===== src/include/lgp_defs.svh =====
// Purpose: Shared constants of the LED grayscale PWM link
// Assumes: mclk at 10 MHz on both ends
// Notes:   Times in ns, counts derived from them
`ifndef LGP_DEFS_SVH
`define LGP_DEFS_SVH

`define LGP_MCLK_NS         100
`define LGP_LATCH_MIN_NS    666
`define LGP_LATCH_MAX_NS    2740000
// Least time rounds up, longest time rounds down
`define LGP_LATCH_MIN_CYC   ((`LGP_LATCH_MIN_NS + `LGP_MCLK_NS - 1) / `LGP_MCLK_NS)
`define LGP_LATCH_MAX_CYC   (`LGP_LATCH_MAX_NS / `LGP_MCLK_NS)

`define LGP_PACKET_BITS     224
`define LGP_PACKET_LAST     8'hDF
`define LGP_CMD_HI          223
`define LGP_CMD_LO          218
`define LGP_WRITE_CMD       6'h25
`define LGP_GS_HI           191
`define LGP_BR_LO           192
`define LGP_BR_HI           212
`define LGP_FN_LO           213
`define LGP_FN_HI           217

`define LGP_FN_FORCE_OFF    0
`define LGP_FN_REPEAT       1
`define LGP_FN_TIMING_RST   2
`define LGP_FN_CLK_SEL      3
`define LGP_FN_EDGE_SEL     4
`define LGP_FN_RESET        5'h01

`define LGP_BR_RED_LO       0
`define LGP_BR_GREEN_LO     7
`define LGP_BR_BLUE_LO      14

`define LGP_CHANNELS        12
`define LGP_GS_MAX          16'hFFFF
`define LGP_OSC_HALF_CYC    8'h01
`define LGP_SCK_HALF_CYC    8'h02
// Host idle gap: above eight shift periods of four mclk cycles
`define LGP_HOST_GAP_CYC    16'h0028

`endif


===== src/include/lgp_pkg.sv =====
// Purpose: Types of the LED grayscale PWM link
// Assumes: Constants come from lgp_defs.svh
// Notes:   Types only
package lgp_pkg;
  typedef logic [223:0] lgp_packet_type;
  typedef enum {PWM_OFF, PWM_WAIT, PWM_RUN, PWM_DONE} lgp_pwm_state_type;
  typedef enum {H_IDLE, H_LOW, H_HIGH, H_GAP} lgp_host_state_type;
endpackage


===== src/include/lgp_link_if.sv =====
// Purpose: Two-wire shift link between host and driver
// Assumes: All wires synchronous to mclk
// Notes:   serialDataOut feeds the next driver of a chain
`timescale 1ns/10ps
`default_nettype none
interface lgp_link_if;
  logic serialShiftClock;
  logic serialDataIn;
  logic serialDataOut;
  modport host   (output serialShiftClock, output serialDataIn, input serialDataOut);
  modport device (input serialShiftClock, input serialDataIn, output serialDataOut);
endinterface
`default_nettype wire


===== src/logic/lgp_device.sv =====
// Purpose: Twelve-channel grayscale PWM driver with cascadable shift input
// Assumes: Link pins synchronous to mclk; oscillator modelled by an mclk divider
// Notes:   Outputs are digital on/off levels; current sinks are outside
//
// Functional notes
// - Blue brightness from packet bits 212..206
// - Force-off blanks outputs, clears counter, reinitialises
// - Force-off clear lets PWM drive outputs
// - Force-off is set after reset
// - Repeat off: one display period per start
// - Repeat on: period restarts every 65536 clocks
// - Timing-reset latch pulse clears counter, blanks outputs
// - Timing-reset off: latch pulse leaves PWM alone unless force-off is set or newly cleared
// - Restart from next reference clock rising edge
// - Clock select: oscillator or shift clock
// - Edge select: rising when 1, falling when 0
// - Latch pulse after idle of 8x interval
// - Idle timeout clamped between 666 ns, 2.74 ms
// - Packet is 224 bits with fixed fields
// - Host resends whole chain on any change
// - Host sends MSB first, farthest device first
// - Latch copies 218 bits only on command 25h
// - Latch loads data; starts PWM only with timing reset or force-off clear
// - Host sets oscillator mode, repeat, force-off clear
// - Repeat continues only while reference clock runs
// - Red and green brightness fields
// - Twelve 16-bit grayscale values, red first
`timescale 1ns/10ps
`default_nettype none
`include "lgp_defs.svh"
module lgp_device
  import lgp_pkg::*;
#(
  parameter int LATCH_MAX_CYC = `LGP_LATCH_MAX_CYC
)(
  input  wire logic        mclk,
  input  wire logic        reset_n,
  lgp_link_if.device       link,
  output logic [11:0]      ledOutput,
  output logic [6:0]       redGroupBrightness,
  output logic [6:0]       greenGroupBrightness,
  output logic [6:0]       blueGroupBrightness,
  output logic             latchStrobe
);

  localparam logic [22:0] MAX_L = 23'(LATCH_MAX_CYC);
  localparam logic [22:0] MIN_L = 23'(`LGP_LATCH_MIN_CYC);

  function automatic logic [15:0] gsOf(input logic [191:0] gs, input int ch);
    gsOf = gs[16*ch +: 16];
  endfunction

  lgp_packet_type    shiftReg;
  logic              sckPrev;
  logic              sckRise;
  logic              sckFall;
  logic [22:0]       sinceEdge;
  logic [22:0]       interval;
  logic [22:0]       scaled;
  logic [22:0]       limit;
  logic              armed;
  logic              idleHit;
  logic              latchFire;
  logic [191:0]      gsLatch;
  logic [20:0]       brLatch;
  logic [4:0]        fnBits;
  logic [4:0]        newFn;
  logic [7:0]        oscCount;
  logic              oscPhase;
  logic              oscTick;
  logic              refRise;
  logic              refFall;
  logic              outEdge;
  logic              blankEvt;
  logic              startEvt;
  lgp_pwm_state_type pwmState;
  logic [15:0]       gsCount;
  logic [11:0]       next_ledOutput;

  ////////////////////////////////////////////////////////////////////////
  // Shift register and cascade output
  assign sckRise = link.serialShiftClock & ~sckPrev;
  assign sckFall = ~link.serialShiftClock & sckPrev;
  assign link.serialDataOut = shiftReg[`LGP_PACKET_BITS-1];

  always_ff @(posedge mclk) begin
    if (!reset_n) begin
      sckPrev  <= 1'b0;
      shiftReg <= '0;
    end else begin
      sckPrev <= link.serialShiftClock;
      if (sckRise) begin
        shiftReg <= {shiftReg[`LGP_PACKET_BITS-2:0], link.serialDataIn};
      end
    end
  end

  ////////////////////////////////////////////////////////////////////////
  // Idle detector for the internal latch pulse
  // Interval is the spacing of the last two rising edges in mclk cycles
  assign scaled  = (interval > (MAX_L >> 3)) ? MAX_L : {interval[19:0], 3'b000};
  assign limit   = (scaled < MIN_L) ? MIN_L : scaled;
  assign idleHit = armed && !sckRise && (sinceEdge >= limit);
  assign latchFire = idleHit && (shiftReg[`LGP_CMD_HI:`LGP_CMD_LO] == `LGP_WRITE_CMD);

  always_ff @(posedge mclk) begin
    if (!reset_n) begin
      sinceEdge <= 23'h00_0000;
      interval  <= 23'h00_0000;
      armed     <= 1'b0;
    end else if (sckRise) begin
      sinceEdge <= 23'h00_0000;
      interval  <= sinceEdge + 23'h00_0001;
      armed     <= 1'b1;
    end else begin
      if (sinceEdge < MAX_L) begin
        sinceEdge <= sinceEdge + 23'h00_0001;
      end
      // One pulse per idle stretch, even when the command was wrong
      if (idleHit) begin
        armed <= 1'b0;
      end
    end
  end

  ////////////////////////////////////////////////////////////////////////
  // Data latch
  assign newFn = shiftReg[`LGP_FN_HI:`LGP_FN_LO];
  assign redGroupBrightness   = brLatch[`LGP_BR_RED_LO +: 7];
  assign greenGroupBrightness = brLatch[`LGP_BR_GREEN_LO +: 7];
  assign blueGroupBrightness  = brLatch[`LGP_BR_BLUE_LO +: 7];

  always_ff @(posedge mclk) begin
    if (!reset_n) begin
      gsLatch     <= '0;
      brLatch     <= '0;
      fnBits      <= `LGP_FN_RESET;
      latchStrobe <= 1'b0;
    end else begin
      latchStrobe <= latchFire;
      if (latchFire) begin
        gsLatch <= shiftReg[`LGP_GS_HI:0];
        brLatch <= shiftReg[`LGP_BR_HI:`LGP_BR_LO];
        fnBits  <= newFn;
      end
    end
  end

  ////////////////////////////////////////////////////////////////////////
  // Grayscale reference clock
  assign oscTick = oscCount == (`LGP_OSC_HALF_CYC - 8'h01);
  assign refRise = fnBits[`LGP_FN_CLK_SEL] ? sckRise : (oscTick && !oscPhase);
  assign refFall = fnBits[`LGP_FN_CLK_SEL] ? sckFall : (oscTick && oscPhase);
  assign outEdge = fnBits[`LGP_FN_EDGE_SEL] ? refRise : refFall;

  always_ff @(posedge mclk) begin
    if (!reset_n) begin
      oscCount <= 8'h00;
      oscPhase <= 1'b0;
    end else if (oscTick) begin
      oscCount <= 8'h00;
      oscPhase <= ~oscPhase;
    end else begin
      oscCount <= oscCount + 8'h01;
    end
  end

  ////////////////////////////////////////////////////////////////////////
  // PWM timing controller
  // New force-off set wins over any start in the same latch
  assign blankEvt = latchFire && newFn[`LGP_FN_FORCE_OFF];
  assign startEvt = latchFire && !newFn[`LGP_FN_FORCE_OFF] &&
                    (fnBits[`LGP_FN_FORCE_OFF] || newFn[`LGP_FN_TIMING_RST]);

  always_ff @(posedge mclk) begin
    if (!reset_n) begin
      pwmState <= PWM_OFF;
      gsCount  <= 16'h0000;
    end else if (blankEvt) begin
      pwmState <= PWM_OFF;
      gsCount  <= 16'h0000;
    end else if (startEvt) begin
      pwmState <= PWM_WAIT;
      gsCount  <= 16'h0000;
    end else begin
      case (pwmState)
        PWM_OFF: gsCount <= 16'h0000;
        PWM_WAIT: begin
          if (refRise) begin
            pwmState <= PWM_RUN;
            gsCount  <= 16'h0000;
          end
        end
        PWM_RUN: begin
          // Without reference edges the period simply stalls
          if (refRise) begin
            if (gsCount == `LGP_GS_MAX) begin
              gsCount <= 16'h0000;
              if (!fnBits[`LGP_FN_REPEAT]) begin
                pwmState <= PWM_DONE;
              end
            end else begin
              gsCount <= gsCount + 16'h0001;
            end
          end
        end
        PWM_DONE: gsCount <= 16'h0000;
        default: pwmState <= PWM_OFF;
      endcase
    end
  end

  ////////////////////////////////////////////////////////////////////////
  // Output compare, one comparator per channel
  // Compare uses the count before this edge, so in rising-edge mode outputs lag one reference edge
  genvar ch;
  generate
    for (ch = 0; ch < `LGP_CHANNELS; ch = ch + 1) begin : g_chan
      assign next_ledOutput[ch] = (pwmState == PWM_RUN) && (gsCount < gsOf(gsLatch, ch));
    end
  endgenerate

  always_ff @(posedge mclk) begin
    if (!reset_n) begin
      ledOutput <= 12'h000;
    end else if (blankEvt || startEvt || (pwmState == PWM_OFF) || (pwmState == PWM_WAIT)) begin
      ledOutput <= 12'h000;
    end else if (outEdge) begin
      ledOutput <= next_ledOutput;
    end
  end

endmodule // lgp_device
`default_nettype wire


===== src/flat_wrapper.sv =====
// flat-port wrapper written by rule: the top's interface ports become plain ports
module lgp_device_flat import lgp_pkg::*;
#(
  parameter int LATCH_MAX_CYC = `LGP_LATCH_MAX_CYC
)
  (mclk, reset_n, ledOutput, redGroupBrightness, greenGroupBrightness, blueGroupBrightness, latchStrobe, link_serialShiftClock, link_serialDataIn, link_serialDataOut);
  lgp_link_if link_i ();
  input  wire logic mclk;
  input  wire logic reset_n;
  output logic [11:0] ledOutput;
  output logic [6:0] redGroupBrightness;
  output logic [6:0] greenGroupBrightness;
  output logic [6:0] blueGroupBrightness;
  output logic latchStrobe;
  input wire logic [$bits(link_i.serialShiftClock)-1:0] link_serialShiftClock;
  input wire logic [$bits(link_i.serialDataIn)-1:0] link_serialDataIn;
  output wire logic [$bits(link_i.serialDataOut)-1:0] link_serialDataOut;
  assign link_i.serialShiftClock = link_serialShiftClock;
  assign link_i.serialDataIn = link_serialDataIn;
  assign link_serialDataOut = link_i.serialDataOut;
  lgp_device #(.LATCH_MAX_CYC(LATCH_MAX_CYC)) u_core (.mclk(mclk), .reset_n(reset_n), .link(link_i), .ledOutput(ledOutput), .redGroupBrightness(redGroupBrightness), .greenGroupBrightness(greenGroupBrightness), .blueGroupBrightness(blueGroupBrightness), .latchStrobe(latchStrobe));
endmodule

===== config.mk =====
export PLATFORM = sky130hd
export DESIGN_NAME = lgp_device_flat
export DESIGN_NICKNAME = d
export VERILOG_FILES = /design/src/include/lgp_pkg.sv /design/src/include/lgp_link_if.sv /design/src/logic/lgp_device.sv /design/src/flat_wrapper.sv
export VERILOG_INCLUDE_DIRS = /design/src /design/src/include
export SDC_FILE = /design/constraint.sdc
export NUM_CORES = 1
export LEC_CHECK = 0
export ABC_AREA = 1
export BUFFER_PORTS_ARGS = -buffer_cell sky130_fd_sc_hd__buf_4
export CORE_MARGIN = 8
export CORE_UTILIZATION = 60
export DETAILED_ROUTE_END_ITERATION = 7
export GPL_ROUTABILITY_DRIVEN = 0
export PLACE_DENSITY = 0.77
export SLEW_MARGIN = 10
export SYNTH_ARGS = -nofsm -noshare
export SYNTH_HDL_FRONTEND = slang
export SYNTH_SLANG_ARGS = --single-unit
export TNS_END_PERCENT = 20

===== constraint.sdc =====
create_clock -name mclk -period 8.1 [get_ports mclk]
set_input_delay 0 -clock mclk [delete_from_list [all_inputs] [get_ports mclk]]
set_output_delay 0 -clock mclk [all_outputs]
set_load 0.01 [all_outputs]

== Word level (Yosys, flattened, before mapping) ==
Index checks and enable logic that the tools add are counted.

* Order comparisons: 16
* Reductions and logical operators: 41
* Mux-type cells: 17
* Bitwise logic cells: 7
* Add/sub/neg operators: 3
* Equality and inequality tests: 16

{| class="wikitable"
|+ Operators with widths
! operator !! number
|-
| $lt A16 B16 Y1 || 12
|-
| $mux W32 || 4
|-
| $eq A32 B2 Y1 const B || 3
|-
| $pmux W32 S3 || 1
|-
| $logic_not A32 Y1 || 2
|-
| $mux W16 || 3
|-
| $pmux W16 S3 || 1
|-
| $mux W23 || 2
|-
| $eq A32 B1 Y1 const B || 1
|-
| $eq A32 B3 Y1 const B || 1
|-
| $add A23 B1 Y23 const B || 1
|-
| $ge A23 B23 Y1 || 1
|-
| $gt A23 B12 Y1 const B || 1
|-
| $lt A23 B15 Y1 const B || 1
|-
| $lt A23 B3 Y1 const B || 1
|-
| $logic_and A1 B1 Y1 || 20
|-
| $add A16 B1 Y16 const B || 1
|-
| $eq A16 B16 Y1 const B || 1
|-
| $reduce_and A5 Y1 || 2
|-
| $reduce_or A2 Y1 || 5
|-
| $ne A3 B1 Y1 const B || 3
|-
| $add A8 B1 Y8 const B || 1
|-
| $logic_not A8 Y1 || 1
|-
| $ne A2 B1 Y1 const B || 4
|-
| other kinds (12) || 27
|}

* Input port bits: 4
* Output and inout port bits: 35
* Register bits: 560

== Longest topological paths before layout ==
* Depth in word-level cells: 13
* Mapped depth: 22
* Mapped depth without buffers: 21

== Least setup slack after synthesis ==
Ideal clock, no wire load.

* Path kind: register -> register
* Start point: register u_core.interval[1]
* End point: register u_core.fnBits[3]
* Data required time: 7.981 ns
* Buffers on the path: 2
* Stages on the path, launching flop included: 23
* Library setup time: 0.119 ns
* Slack: 5.307 ns
* Arrival time: 2.674 ns
* Path through: dfxtp_1 > nor3_1 > nand3_1 > nand2_1 > nand2_1 > nand4_1 > nand2_1 > nor2_1 > nand2_1 > nor2_1 > inv_1 > ha_1 > nand2_1 > inv_1 > nand2_1 > nor3_1 > nand2_1 > nand4_4 > nand2_4 > buf_6 > buf_6 > o21ai_0 > a21oi_1

* Word-level cells in the longest chain between the ends: 7

{| class="wikitable"
|+ RTL lines
! item !! line !! source
|-
| start, declared || lgp_device.sv:58 || <nowiki>logic [22:0] interval;</nowiki>
|-
| start signal, assigned || lgp_device.sv:113 || <nowiki>interval <= sinceEdge + 23'h00_0001;</nowiki>
|-
| $gt A23 B12 Y1 || lgp_device.sv:101 || <nowiki>assign scaled = (interval > (MAX_L >> 3)) ? MAX_L : {interval[19:0], 3'b000};</nowiki>
|-
| $mux W23 * || lgp_device.sv:101 ||
|-
| $lt A23 B3 Y1 || lgp_device.sv:102 || <nowiki>assign limit = (scaled < MIN_L) ? MIN_L : scaled;</nowiki>
|-
| $mux W23 * || lgp_device.sv:102 ||
|-
| $ge A23 B23 Y1 * || lgp_device.sv:103 || <nowiki>assign idleHit = armed && !sckRise && (sinceEdge >= limit);</nowiki>
|-
| $logic_and A1 B1 Y1 * || lgp_device.sv:103 ||
|-
| $logic_and A1 B1 Y1 * || lgp_device.sv:104 || <nowiki>assign latchFire = idleHit && (shiftReg[`LGP_CMD_HI:`LGP_CMD_LO] == `LGP_WRITE_CMD);</nowiki>
|-
| end signal, assigned || lgp_device.sv:137 || <nowiki>fnBits <= `LGP_FN_RESET;</nowiki>
|-
| end signal, assigned || lgp_device.sv:144 || <nowiki>fnBits <= newFn;</nowiki>
|-
| end, declared || lgp_device.sv:66 || <nowiki>logic [4:0] fnBits;</nowiki>
|}

Every way passes the cells marked *; elsewhere a longest branch is shown, timed or not.
A chain may end at the register's enable or synchronous reset.

== Worst setup path in the final report ==
* Start point: register u_core.interval[1]
* End point: register u_core.gsLatch[68]

* Word-level cells in the longest chain between the ends: 7

{| class="wikitable"
|+ RTL lines
! item !! line !! source
|-
| $gt A23 B12 Y1 || lgp_device.sv:101 ||
|-
| $mux W23 * || lgp_device.sv:101 ||
|-
| $lt A23 B3 Y1 || lgp_device.sv:102 ||
|-
| $mux W23 * || lgp_device.sv:102 ||
|-
| $ge A23 B23 Y1 * || lgp_device.sv:103 ||
|-
| $logic_and A1 B1 Y1 * || lgp_device.sv:103 ||
|-
| $logic_and A1 B1 Y1 * || lgp_device.sv:104 ||
|-
| end signal, assigned || lgp_device.sv:142 || <nowiki>gsLatch <= shiftReg[`LGP_GS_HI:0];</nowiki>
|-
| end, declared || lgp_device.sv:64 || <nowiki>logic [191:0] gsLatch;</nowiki>
|}

Marks and branches as above.

==> flow_metrics.env <==
export IMPL_clock_fmax_mhz=213
export IMPL_regArea_sq_mm=0.0106
export IMPL_cts_tree="built"
export IMPL_grt_util_all_layers_pct=22.6
export IMPL_start_util_pct=60.4
export IMPL_routed_wirelength_um=54000
export IMPL_routedWlPerCell_um=15.4
export IMPL_antenna_cells=0
export IMPL_via_per_inst=5.51
export IMPL_fin_nets=3164
export IMPL_antenna_found_initial=0
export IMPL_maxSlewHeadroom_pct=18.5
export IMPL_clk_pin_slew_ns=0.06
export IMPL_rsz0062_at_grt="false"
export IMPL_root_buffer="clkbuf_16"
export IMPL_power_leakage_nw=10.3
export IMPL_async_flop_share_pct=0
export IMPL_detail_route_antenna_nets=0
export IMPL_finClkSkew_ns=0.0175
export IMPL_multi_input_area_sq_mm=0.0103
export IMPL_max_clock_path_buffers=3
export IMPL_yosysSeqAreaShare_pct=44.4
export IMPL_route_detailed_drc=0
export IMPL_maxCapViolCount=0
export IMPL_port_buffers=38
export IMPL_htreeDepth=2
export IMPL_numCtsBuffers=53
export IMPL_synth_area_sq_mm=0.0238
export IMPL_grt_max_degree=166
export IMPL_rrSetupSlack_ns=3.40
export IMPL_finalPower_mw=5.31
export IMPL_fp_row_count=73
export IMPL_coreArea_sq_mm=0.0395
export IMPL_fillers=3313
export IMPL_drtPass1Iterations=6
export IMPL_drive_gt1_share_pct=5.25
export IMPL_die_height_um=215
export IMPL_finalMaxSlewViolations=0
export IMPL_min_period_over_period_pct=58.1
export IMPL_floorplan_die_area_sq_mm=0.0463
export IMPL_synthCells=2970
export IMPL_grt_pass1_vias=18800
export IMPL_clk_latency_ns=0.60
export IMPL_hold_violations=0
export IMPL_ys_ff_latch=529
export IMPL_postCtsSetupBuffers=0
export IMPL_fin_crit_ns=4.70
export IMPL_setup_tns_ns=0
export IMPL_crit_path_start_kind="flop"
export IMPL_yosys_warnings=0
export IMPL_outcome="completed"
export IMPL_stdcell_area_sq_mm=0.0259
export IMPL_synth_cell_types=45
export IMPL_ctsResizeCount=0
export IMPL_tightest_slew_ns=1.22
export IMPL_crit_fanout=165
export IMPL_vias=19400
export IMPL_ys_flop_type="dfxtp_1"
export IMPL_drt_iter0_drc=1297
export IMPL_synth_edf_count=0
export IMPL_fin_hold_ws_ns=0.236
export IMPL_cp_data_arrival_time_ns=5.22
export IMPL_min_path_type="input pin to flop"
export IMPL_crit_required_ns=8.61
export IMPL_peakVddDrop_uv=224
export IMPL_syn_to_final_growth_pct=8.59
export IMPL_io_pins=39
export IMPL_grt_ovfl_total=0
export IMPL_pwr_density_cell_mw_per_mm2=205
export IMPL_setup_viol=0
export IMPL_crit_path_end_kind="flop"
export IMPL_die_width_um=215
export IMPL_grt_pass1_wl_um=88700
export IMPL_hpwl_um=33900
export IMPL_synth_area_per_cell_sq_um=8.02
export IMPL_cts_sinks=529
export IMPL_final_util_pct=65.6
export IMPL_placed_area_sq_mm=0.0241
export IMPL_critical_path_class="flop to flop"
[logic make-up after synthesis]
kind of cell	Yosys count	share of synthesized area [%]
AO/OA/AOI/OAI	856	19.6
buffers and inverters	715	12.6
AND/OR/NAND/NOR	634	11.4
flip-flops	529	44.4
adder cells (fa/ha/maj)	210	11.0
XOR/XNOR	25	0.919
other	1	0.0157
[Yosys cell counts, drive strengths merged, types with 3 or more instances]
cell type / number / area share, %
o31a: 12 / 0.44
nand3: 75 / 1.6
nor4: 4 / 0.17
o21ai: 275 / 5.8
a21oi: 322 / 6.8
inv: 573 / 9.0
ha: 210 / 11
nor2: 159 / 2.5
or2: 4 / 0.11
nand4: 25 / 0.72
a21boi: 12 / 0.38
xor2: 22 / 0.81
nand2: 314 / 5.0
o22ai: 227 / 6.0
xnor2: 3 / 0.11
nor3: 51 / 1.2
dfxtp: 529 / 44
buf: 77 / 2.5
clkbuf: 63 / 0.99
[flip-flops by register name (all words and copies together) (netlist names), 8 cells and up]
name,cells
u_core.brLatch,21
u_core.gsCount,16
u_core.gsLatch,192
u_core.interval,23
u_core.ledOutput,12
u_core.oscCount,8
u_core.shiftReg,224
u_core.sinceEdge,23
[stage by stage]
stage          cells  setup WS [ns]
2_1_floorplan   2977           5.31
3_3_place_gp    3416           3.61
3_5_place_dp    3416           3.47
4_1_cts         3516           3.45
5_1_grt         3516           2.78
6_report        3516           3.40
[placed cells by master (no fill, tap or decap), types with 14 or more instances in the layout]
cell	synthesis	routed
inv_1	569	568
dfxtp_1	529	529
a21oi_1	321	321
nand2_1	311	311
o22ai_1	227	227
ha_1	210	210
o21ai_0	206	206
nor2_1	157	157
nand3_1	73	73
o21ai_1	69	69
clkbuf_16	0	53
buf_4	7	53
nor3_1	47	47
nand4_1	24	24
xor2_1	22	22
clkbuf_1	63	16
clkbuf_8	0	14
[path summary, 6_finish.rpt]
check	startpoint	endpoint	cells after the start
worst max-delay path	u_core.interval[1]	u_core.gsLatch[68]	21
worst min-delay path	link_serialDataIn	u_core.shiftReg[0]	4
worst max register to register	u_core.interval[1]	u_core.gsLatch[68]	21
worst min register to register	u_core.oscCount[0]	u_core.oscCount[0]	1
[report_power, final]
group	internal (mW)	total, mW	switching [mW]
Combinational	0.0662	0.259	0.193
Sequential	2.61	2.63	0.0146
Clock	1.43	2.43	1.00
Total	4.11	5.31	1.21
[repair_timing]
action                     in CTS  in global routing
hold endpoints to repair      102                  0
setup endpoints to repair       0                  0
hold buffers                    4                  0
[per-layer routing]
| layer | up-vias | routed length [um] | GRT usage (%) |
|---|---|---|---|
| met5 | - | 0 | 0 |
| met3 | 150 | 3310 | 4.17 |
| met2 | 505 | 25700 | 39.3 |
| li1 | 9782 | - | - |
| met1 | 8937 | 22900 | 27.1 |
| met4 | 0 | 2090 | 9.40 |
[cell type report]
cell class	instances	share of cell area, %
sequential	529	40.9
multi-input combinational	1733	39.7
inverter	575	8.39
clock buffer	83	6.10
tap	525	2.54
timing repair buffer	58	1.74
clock inverter	13	0.590
[critical path, stage by stage (launching register included)]
cell and delay, ns:
dfxtp_1 0.33, nor3_1 0.34, nand3_1 0.11, nand2_1 0.08
nand2_1 0.07, nand4_1 0.07, nand2_1 0.16, nor2_1 0.18
nand2_1 0.08, nor2_1 0.13, inv_1 0.08, ha_1 0.30
a21oi_1 0.14, nand2_1 0.06, nand2_1 0.06, nand2_1 0.04
nand2_1 0.10, nand4_4 0.15, nand2_8 0.67, buf_4 1.00
o21ai_0 0.23, a21oi_1 0.19
(Power assumes the default switching activity.)
